### src/common/pscr_pkg.sv
package pscr_pkg;
   // register offsets on the internal register port
   localparam logic [7:0] PSCR_PASSWORD_OFS = 8'h10;
   localparam logic [7:0] PSCR_PIN_LIMIT_OFS = 8'h14;
   localparam logic [7:0] PSCR_PF_DCHG_OFS  = 8'h15;
   localparam logic [7:0] PSCR_BUCK_ONE_OFS = 8'h16;
   localparam logic [7:0] PSCR_GO_OFS       = 8'h1a;
   // reset values and writable-bit masks
   localparam logic [7:0] PSCR_PIN_LIMIT_RST = 8'h40;
   localparam logic [7:0] PSCR_PF_DCHG_RST  = 8'h00;
   localparam logic [7:0] PSCR_BUCK_ONE_RST = 8'h99;
   localparam logic [7:0] PSCR_PIN_LIMIT_MSK = 8'hcf;
   localparam logic [7:0] PSCR_PF_DCHG_MSK  = 8'h3f;
   localparam logic [7:0] PSCR_BUCK_ONE_MSK = 8'hbf;
   localparam logic [7:0] PSCR_UNLOCK_KEY   = 8'h7d;
   // field positions
   localparam int PSCR_PIN_SEL_BIT  = 7;
   localparam int PSCR_HYST_BIT     = 6;
   localparam int PSCR_SW3_LIM_LSB  = 2;
   localparam int PSCR_SW2_LIM_LSB  = 0;
   localparam int PSCR_PFO_LSB      = 3;
   localparam int PSCR_DCHG_LSB     = 0;
   localparam int PSCR_PFM_BIT      = 7;
   localparam int PSCR_CODE_LSB     = 0;
   localparam int PSCR_GO_BIT       = 7;
   localparam int PSCR_GO_WITH_DISCHARGE_DISABLED_BIT   = 6;
   // voltage code mapping
   localparam logic [5:0]  PSCR_CODE_KNEE   = 6'h33;
   localparam logic [10:0] PSCR_MV_BASE     = 11'd850;
   localparam logic [10:0] PSCR_MV_STEP     = 11'd10;
   localparam logic [10:0] PSCR_MV_KNEE     = 11'd1375;
   localparam logic [10:0] PSCR_MV_STEP_HI  = 11'd25;
   // blanking time after a buck register write
   localparam int PSCR_BLANK_TIME_US = 5000;
   localparam int PSCR_CLK_MHZ       = 20;
   localparam int PSCR_BLANK_CYCLES  = PSCR_BLANK_TIME_US * PSCR_CLK_MHZ;

   // one access on the internal register port
   typedef struct packed {
      logic       wr;
      logic       rd;
      logic [7:0] addr;
      logic [7:0] data;
   } pscr_req_t;

   // current limit in mA for a 2-bit limit field
   function automatic logic [9:0] pscr_limit_ma(input logic [1:0] sel);
      unique case (sel)
         2'h0: pscr_limit_ma = 10'd100;
         2'h1: pscr_limit_ma = 10'd200;
         2'h2: pscr_limit_ma = 10'd500;
         2'h3: pscr_limit_ma = 10'd1000;
      endcase
   endfunction

   // target voltage in mV for a 6-bit buck code
   function automatic logic [10:0] pscr_code_mv(input logic [5:0] code);
      logic [10:0] c;
      c = {5'h00, code};
      if (code < PSCR_CODE_KNEE)
         pscr_code_mv = PSCR_MV_BASE + 11'(PSCR_MV_STEP * c);
      else
         pscr_code_mv = PSCR_MV_KNEE + 11'(PSCR_MV_STEP_HI * (c - {5'h00, PSCR_CODE_KNEE}));
   endfunction
endpackage

### src/logic/pscr_regs.sv
`timescale 1ns/10ps
// Overview of operation
// - select bit 7 set makes pin three a warm-reset input for bucks one and two.
// - while pin three is a reset input, its output-level bit is ignored.
// - bits 3-2 pick switch three limit 100/200/500/1000 mA, reset 00b.
// - bits 1-0 pick switch two limit 100/200/500/1000 mA, reset 00b.
// - power-fail bits 5,4,3 switch loads off while the power-fail input is low.
// - discharge bits 2,1,0 discharge a switch output while it is off; reset 0.
// - writes to these registers are rejected unless a valid unlock came first.
// - each buck one write blanks its over/undervoltage results for 5 ms.
// - a new buck one code takes effect only on a go or go-without-discharge write.
// - bit 7 of buck one register enables pulse-skip, 0 forces PWM; resets to 1.
// - code 0h is 0.850 V, 10 mV steps to 32h at 1.350 V, then 25 mV steps from 33h at 1.375 V; resets to 19h.
module pscr_regs
   import pscr_pkg::*;
#(
   parameter int BLANK_CYCLES = PSCR_BLANK_CYCLES
) (
   input  wire logic       ref_clk,
   input  wire logic       rst,
   input  wire pscr_req_t  req,
   output logic      [7:0] rdata,
   input  wire logic       pin_three_level,
   input  wire logic       shared_pin_three_i,
   output logic            shared_pin_three_o,
   output logic            shared_pin_three_oe_n,
   output logic            buck_warm_reset,
   output logic            lockout_hysteresis_sel,
   output logic      [9:0] switch_three_limit_ma,
   output logic      [9:0] switch_two_limit_ma,
   input  wire logic [2:0] switch_enable,
   input  wire logic       power_fail_indication_n,
   output logic      [2:0] switch_on,
   output logic      [2:0] switch_discharge,
   input  wire logic       buck_one_ov,
   input  wire logic       buck_one_uv,
   output logic            buck_one_fault,
   output logic            buck_one_blank,
   output logic            buck_one_pulse_skip,
   output logic      [5:0] buck_one_active_code,
   output logic     [10:0] buck_one_target_mv
);
   localparam int CW = $clog2(BLANK_CYCLES + 1);

   // the blanking check below watches eight cycles, so shorter spans are refused
   if (BLANK_CYCLES < 8) begin : g_blank_check
      $error("BLANK_CYCLES must be at least eight");
   end

   // stored register bits; reserved positions are never kept
   logic [7:0] pin_limit;
   logic [7:0] pf_dchg;
   logic [7:0] buck_one;
   logic       unlocked;
   logic [CW-1:0] blank_cnt;
   // two-stage synchronisers: pin three, power fail, ov, uv
   logic [3:0] sync1;
   logic [3:0] sync2;

   // address decode; the strobes qualify it where it is used
   wire logic hit_pin   = req.addr == PSCR_PIN_LIMIT_OFS;
   wire logic hit_pf    = req.addr == PSCR_PF_DCHG_OFS;
   wire logic hit_buck  = req.addr == PSCR_BUCK_ONE_OFS;
   wire logic protected_hit = hit_pin | hit_pf | hit_buck;
   wire logic key_write = req.wr && req.addr == PSCR_PASSWORD_OFS && req.data == PSCR_UNLOCK_KEY;
   wire logic accept    = req.wr && protected_hit && unlocked;
   wire logic go_write  = req.wr && req.addr == PSCR_GO_OFS
                          && (req.data[PSCR_GO_BIT] || req.data[PSCR_GO_WITH_DISCHARGE_DISABLED_BIT]);
   wire logic pin_sel   = pin_limit[PSCR_PIN_SEL_BIT];
   wire logic pin_s     = sync2[0];
   wire logic pf_n_s    = sync2[1];
   wire logic ov_s      = sync2[2];
   wire logic uv_s      = sync2[3];

   // read mux; reserved bits are zero because they are never stored
   wire logic [7:0] read_mux = hit_pin  ? pin_limit :
                               hit_pf   ? pf_dchg :
                               hit_buck ? buck_one : 8'h00;

   // loads switched off by power fail, discharge while off
   wire logic [2:0] pfo_bits  = pf_dchg[PSCR_PFO_LSB +: 3];
   wire logic [2:0] dchg_bits = pf_dchg[PSCR_DCHG_LSB +: 3];
   wire logic [2:0] next_switch_on = switch_enable & ~(pfo_bits & {3{~pf_n_s}});
   wire logic [2:0] next_discharge = dchg_bits & ~next_switch_on;

   // monitors and pin are asynchronous to ref_clk
   // synchronisers: first stage feeds only the second
   always_ff @(posedge ref_clk) begin
      sync1 <= {buck_one_uv, buck_one_ov, power_fail_indication_n, shared_pin_three_i};
      sync2 <= sync1;
   end

   // register storage; only writable bits are kept
   always_ff @(posedge ref_clk) begin
      if (rst) begin
         pin_limit <= PSCR_PIN_LIMIT_RST;
         pf_dchg   <= PSCR_PF_DCHG_RST;
         buck_one  <= PSCR_BUCK_ONE_RST;
      end else if (accept) begin
         if (hit_pin)
            pin_limit <= req.data & PSCR_PIN_LIMIT_MSK;
         if (hit_pf)
            pf_dchg <= req.data & PSCR_PF_DCHG_MSK;
         if (hit_buck)
            buck_one <= req.data & PSCR_BUCK_ONE_MSK;
      end
   end

   // unlock arms exactly one following write; any other write disarms
   // reads in between leave the key armed
   always_ff @(posedge ref_clk) begin
      if (rst)
         unlocked <= 1'b0;
      else if (req.wr)
         unlocked <= key_write;
   end

   // voltage code moves only on go; a same-cycle buck write is seen on the next go
   // the converter keeps its old code until software commits the new one
   always_ff @(posedge ref_clk) begin
      if (rst)
         buck_one_active_code <= PSCR_BUCK_ONE_RST[PSCR_CODE_LSB +: 6];
      else if (go_write)
         buck_one_active_code <= buck_one[PSCR_CODE_LSB +: 6];
   end

   // blanking timer restarted by every accepted buck one write
   always_ff @(posedge ref_clk) begin
      if (rst)
         blank_cnt <= '0;
      else if (accept && hit_buck)
         blank_cnt <= CW'(BLANK_CYCLES);
      else if (blank_cnt != '0)
         blank_cnt <= blank_cnt - 1'b1;
   end

   // registered outputs
   always_ff @(posedge ref_clk) begin
      if (rst) begin
         rdata            <= 8'h00;
         switch_on        <= 3'h0;
         switch_discharge <= 3'h0;
         buck_one_fault   <= 1'b0;
         buck_warm_reset  <= 1'b0;
      end else begin
         rdata            <= req.rd ? read_mux : 8'h00;
         switch_on        <= next_switch_on;
         switch_discharge <= next_discharge;
         buck_one_fault   <= (ov_s | uv_s) & (blank_cnt == '0);
         buck_warm_reset  <= pin_sel & pin_s;
      end
   end

   // pin three: open drain, low when level bit is 0, released as a reset input
   assign shared_pin_three_o    = 1'b0;
   assign shared_pin_three_oe_n = pin_sel | pin_three_level;
   assign lockout_hysteresis_sel = pin_limit[PSCR_HYST_BIT];
   assign switch_three_limit_ma = pscr_limit_ma(pin_limit[PSCR_SW3_LIM_LSB +: 2]);
   assign switch_two_limit_ma   = pscr_limit_ma(pin_limit[PSCR_SW2_LIM_LSB +: 2]);
   assign buck_one_blank        = blank_cnt != '0;
   assign buck_one_pulse_skip   = buck_one[PSCR_PFM_BIT];
   assign buck_one_target_mv    = pscr_code_mv(buck_one_active_code);
endmodule

### config.mk
export PLATFORM = sky130hd
export DESIGN_NAME = pscr_regs
export DESIGN_NICKNAME = d
export VERILOG_FILES = /design/src/common/pscr_pkg.sv /design/src/logic/pscr_regs.sv
export SDC_FILE = /design/constraint.sdc
export NUM_CORES = 1
export LEC_CHECK = 0
export BUFFER_PORTS_ARGS = -buffer_cell sky130_fd_sc_hd__buf_2
export CAP_MARGIN = 0
export CORE_ASPECT_RATIO = 0.7
export CORE_MARGIN = 4
export CORE_UTILIZATION = 50
export CTS_CLUSTER_DIAMETER = 150
export DETAILED_ROUTE_END_ITERATION = 10
export PLACE_DENSITY = 0.74
export SETUP_SLACK_MARGIN = 0.2
export SLEW_MARGIN = 10
export SYNTH_ARGS = -nofsm -noshare
export SYNTH_HDL_FRONTEND = slang
export SYNTH_SLANG_ARGS = --single-unit
### constraint.sdc
create_clock -name ref_clk -period 4 [get_ports ref_clk]
set_input_delay 0.8 -clock ref_clk [delete_from_list [all_inputs] [get_ports ref_clk]]
set_output_delay 0.8 -clock ref_clk [all_outputs]
set_load 0.005 [all_outputs]
### Word-level counts from Yosys, hierarchy flattened

Cells that the tools add are included.

* bitwise gates (word level): 13
* muxes and demuxes: 8
* $add $sub $neg: 4
* reduce and logical (&&, ||, !) cells: 19
* multipliers: 2
* eq/ne operators: 12
* $lt $le $gt $ge: 1

Operator list (number)
* case mux 10 bit (4 select lines): 2
* equality test 8 x 5 -> 1 bit, second input constant: 5
* two-way mux 17 bit: 2
* two-way mux 8 bit: 3
* logical NOT 17 bit: 1
* nonzero test 17 bit: 1
* subtractor 17 x 1 -> 17 bit, second input constant: 1
* adder 10 x 10 -> 11 bit, first input constant: 1
* adder 11 bit, first input constant: 1
* multiplier 6 x 7 -> 11 bit, first input constant: 1
* two-way mux 11 bit: 1
* bitwise AND 3 bit: 3
* multiplier 3 x 6 -> 9 bit, first input constant: 1
* equality test 2 bit, second input constant: 4
* equality test 8 x 7 -> 1 bit, second input constant: 1
* logical AND 1 bit: 7
* subtractor 6 x 6 -> 7 bit, second input constant: 1
* < comparator 6 bit, second input constant: 1
* NOT 3 bit: 2
* AND reduction 2 bit: 3
* equality test 2 x 1 -> 1 bit, second input constant: 2
* logical NOT 2 bit: 2
* bitwise OR 1 bit: 4
* OR reduction 2 bit: 2
* 5 further kinds: 7

* flip-flop bits (word level): 67
* logic and storage cells: 74
* output and inout port bits: 58
* input port bits: 28

### Longest topological paths before layout

* word-level depth: 7
* depth in mapped cells: 15
* mapped depth without buffers: 15

### Worst setup path after synthesis

No wires, ideal clock.

* path kind: register to output
* start point: register buck_one_active_code[0]
* end point: output port buck_one_target_mv[9]
* arrival time: 3.676 ns
* path buffers: 0
* path slack: -0.476 ns
* required time: 3.200 ns
* cell stages (with the launch flop): 16
* path through: dfxtp_1 > ha_1 > nor3_1 > xnor2_1 > ha_1 > inv_1 > fa_1 > inv_1 > ha_1 > ha_1 > ha_1 > o21ai_0 > a211oi_1 > nor3_1 > o22ai_1 > a211oi_1

* longest elaborated chain between the ends: 4
* elaborated cells between the ends (all ways): 7
* those cells by class: add/sub (3); mul (2); order compare (1); mux (1)

RTL lines
* start: declaration: line pscr_regs.sv:40 `output logic [5:0] buck_one_active_code,`
* start signal: assignment: line pscr_regs.sv:122 `buck_one_active_code <= PSCR_BUCK_ONE_RST[PSCR_CODE_LSB +: 6];`
* start signal: assignment: line pscr_regs.sv:124 `buck_one_active_code <= buck_one[PSCR_CODE_LSB +: 6];`
* subtractor 6 x 6 -> 7 bit: line pscr_pkg.sv:63 `pscr_code_mv = PSCR_MV_KNEE + 11'(PSCR_MV_STEP_HI * (c - {5'h00, PSCR_CODE_KNEE}));`
* multiplier 6 x 7 -> 11 bit: line pscr_pkg.sv:63
* adder 11 bit: line pscr_pkg.sv:63
* two-way mux 11 bit (*): line pscr_pkg.sv:60 `if (code < PSCR_CODE_KNEE)`
* end: declaration: line pscr_regs.sv:41 `output logic [10:0] buck_one_target_mv`

Mark *: on every way between the ends. The rest lies on a longest branch, timed or not.

### Final worst setup path

* start point: register buck_one_active_code[1]
* end point: output port buck_one_target_mv[10]

Same word-level chain as after synthesis.

==> results.md <==
- Status: finished with violations
- Failing checks: setup timing
- Clk slew on worst S/H paths: 0.05 ns
- Setup WS pre-CTS: -0.277 ns
- Net count, final: 628
- Setup CP Type: flip-flop to output port
- Final Hold Vio Count: 0
- Cell mode on critical path: ha_4
- Crit path from: buck_one_active_code[1]
- I/O pins: 86
- Post-DR vias/cell: 5.43
- Largest net degree at the start of global routing: 29
- CP Capture Type: output port
- R2r setup slk: 1.52 ns
- Mean post-synth cell area: 8.72 µm²
- RSZ-0062 raised after global routing: yes
- Seq cells post-synth: 67
- TNS Setup: -2.18 ns
- Design area: 0.00527 mm²
- Worst flop-to-flop path endpoint: blank_cnt[9]
- Tot Pwr: 2.03 mW
- VDD IR max: 0.560 mV
- Cell Pwr Density: 385 mW/mm²
- Instance count on the critical path: 16
- Buf/Inv on CP: 3
- Cell variety after synth: 51
- Layout cells sized above 1: 34.5%
- Synth warnings: 0
- Max FO, Critical Path: 6
- Tmin final: 4.52 ns
- CP max stage delay: 0.51 ns
- DRC viols: 0
- Most frequent cells in the layout: buf_2, dfxtp_1, nor2_1, buf_4, nand2_1
- Fill count: 559
- Pleak: 2.32 nW
- Fraction of registers with async set/reset: 0%
- Cell Area, Placed: 0.00472 mm²
- Worst skew pair latency: 0.33 ns
- Worst reg-to-reg path cell count: 5
- Core Rows: 26
- Clock sinks: 67
- CTS Buf Count: 9
- Setup Skew: 0.00696 ns
- Capture point of the worst path: buck_one_target_mv[10]
- Core area: 0.00748 mm²
- DP HPWL: 7660 µm
- Cells after Synth: 452
- Worst Hold Class: flip-flop to flip-flop
- Clock buffer depth: 2
- DIE AREA: 0.00939 mm²
- Placed Cells: 637
- Vias in the first global route: 3,562
- Number of flops mapped to enable cells by yosys: 0
- Initial Util: 52.7%
- Total track usage: 23.3%
- Commonest non-fill, non-tap cell in the layout: buf_2
- Max-cap viol count: 0
- Die Width: 114 µm
- PortBufs: 78
- Crit path DAT: 3.72 ns
- Remaining antenna violation count after routing: 0
- GP Congestion: 0.932
- Worst-path cell chain: ha_4 -> nor3_4 -> xnor2_2 -> ha_1 -> inv_2 -> fa_1 -> inv_2 -> ha_4 -> ha_4 -> ha_4 -> nor4_2 -> o21ai_1 -> a41oi_2 -> xnor2_1 -> a21oi_1 -> buf_2
- First-pass GRT wire length: 17,100 µm
- Startpoint types: flip-flop
- N_diodes: 0
- Final std cells w/o fill: 661
- Measured slew at the worst slew-check pin: 0.888 ns
- Smallest hold slack: 0.324 ns
- Setup ws final: -0.523 ns
- CTS Hold Bufs: 0
- Worst R2R Start: blank_cnt[7]
- Final Core Density: 70.4%
- Critical path's top delay family: adder cells
- GR Overflow Total: 0
- Root Driver: clkbuf_16
- Final Max Tran Viols: 0
- Post-Route WL: 10,600 µm
- Initial DRC count: 213
- Slowest CP cell: fa_1
- Tcrit/Tclk final: 113%
- Initial antenna violation count: 0
- H-tree depth: 3
- Finish-stage setup viols: 6
- Data required, critical path: 3.20 ns
- Slew margin rel.: 40.5%
- Area grow syn2layout: 33.6%
- Register area share after synthesis: 34.0%
- Pre-antenna DRT Iters: 4
- Synth Cell Area: 0.00394 mm²
- Dominant synthesized flop cell: dfxtp_1
- CTS tree: built
- Die height: 82.3 µm
- Wirelength per Cell: 16.0 µm
- FMAX: 0.221 GHz
- Vias: 3,591
-- Yosys cell counts (2+ instances only) --
master,number,area share (%)
dfxtp_1,67,34
nor2_1,45,4.3
ha_1,36,11
nand2_1,31,3.0
a21oi_1,30,3.8
inv_1,27,2.6
mux2i_1,24,6.1
o21ai_0,22,2.8
clkbuf_1,17,1.6
xnor2_1,13,2.9
nand3_1,12,1.5
xor2_1,11,2.4
nor2b_1,10,1.6
buf_4,7,1.3
nor3_1,7,0.89
a211oi_1,6,1.1
and3_1,6,0.95
fa_1,6,3.0
a21o_1,5,0.95
nand2b_1,5,0.79
nor4b_1,5,1.1
nor4_1,4,0.63
or3_2,4,0.76
and2_1,3,0.48
mux2_2,3,0.86
nor3b_1,3,0.57
o211ai_1,3,0.57
or2_2,3,0.48
a22oi_1,2,0.38
a31oi_1,2,0.32
conb_1,2,0.19
nand3b_1,2,0.38
nand4_1,2,0.32
nand4b_1,2,0.44
nor3_2,2,0.51
o2111ai_1,2,0.44
o21bai_1,2,0.38
o22ai_1,2,0.32
or3_1,2,0.32
or3_4,2,0.57
or4_1,2,0.38
or4_4,2,0.57
-- per-layer routing --
metal	vias to the layer above	track usage, %	share of wire, %
li1	1766	-	-
met1	1698	30.6	45
met2	114	39.3	47
met3	13	4.22	6.5
met4	0	7.47	1.1
met5	-	0	0
-- area by class of cell --
cell class	count	area [µm²]	share of cell area (%)
Multi-Input combinational cell	338	2740	51.9
Clock buffer	11	233	4.42
Tap cell	98	123	2.33
Sequential cell	67	1350	25.6
Inverter	27	104	1.97
Clock inverter	5	28.8	0.546
Timing Repair Buffer	115	693	13.2
-- where the power goes --
part | internal, mW | leakage (nW) | total (mW) | switching, mW
combinational | 0.251 | 1.64 | 0.532 | 0.280
clock | 0.416 | 0.130 | 0.696 | 0.280
sequential | 0.736 | 0.548 | 0.799 | 0.0634
total | 1.40 | 2.32 | 2.03 | 0.624
-- flip-flops by register name, summed over array words and instances, names as in the netlist --
register              cells
blank_cnt                17
buck_one                  7
buck_one_active_code      6
buck_one_fault            1
buck_warm_reset           1
pf_dchg                   6
pin_limit                 6
rdata                     8
switch_discharge          3
switch_on                 3
sync1                     4
sync2                     4
unlocked                  1
-- worst min-delay path by stage --
stage,from,endpoint,slack [ns],cells after the start
after floorplan,sync1[0],sync2[0],0.31,0
after global placement,sync1[1],sync2[1],0.31,0
after detailed placement,sync1[0],sync2[0],0.31,0
after CTS,sync1[0],sync2[0],0.32,0
after global routing,sync1[0],sync2[0],0.33,0
final,sync1[0],sync2[0],0.32,0
-- cell families after synthesis --
logic type | synth area share [%]
compound gates | 12.4
xor+xnor | 5.33
fa+ha+maj | 14.5
buf+inv | 5.65
flops | 34.0
mux | 6.95
other cells | 0.190
simple gates | 20.9
-- what timing repair did --
action                     in CTS  in global routing
setup buffers                   5                  3
resized for setup              29                 14
cloned                          0                  0
setup endpoints to repair       6                  6
pin swaps                      20                  6
No activity file was read; power rests on OpenSTA's default activity.
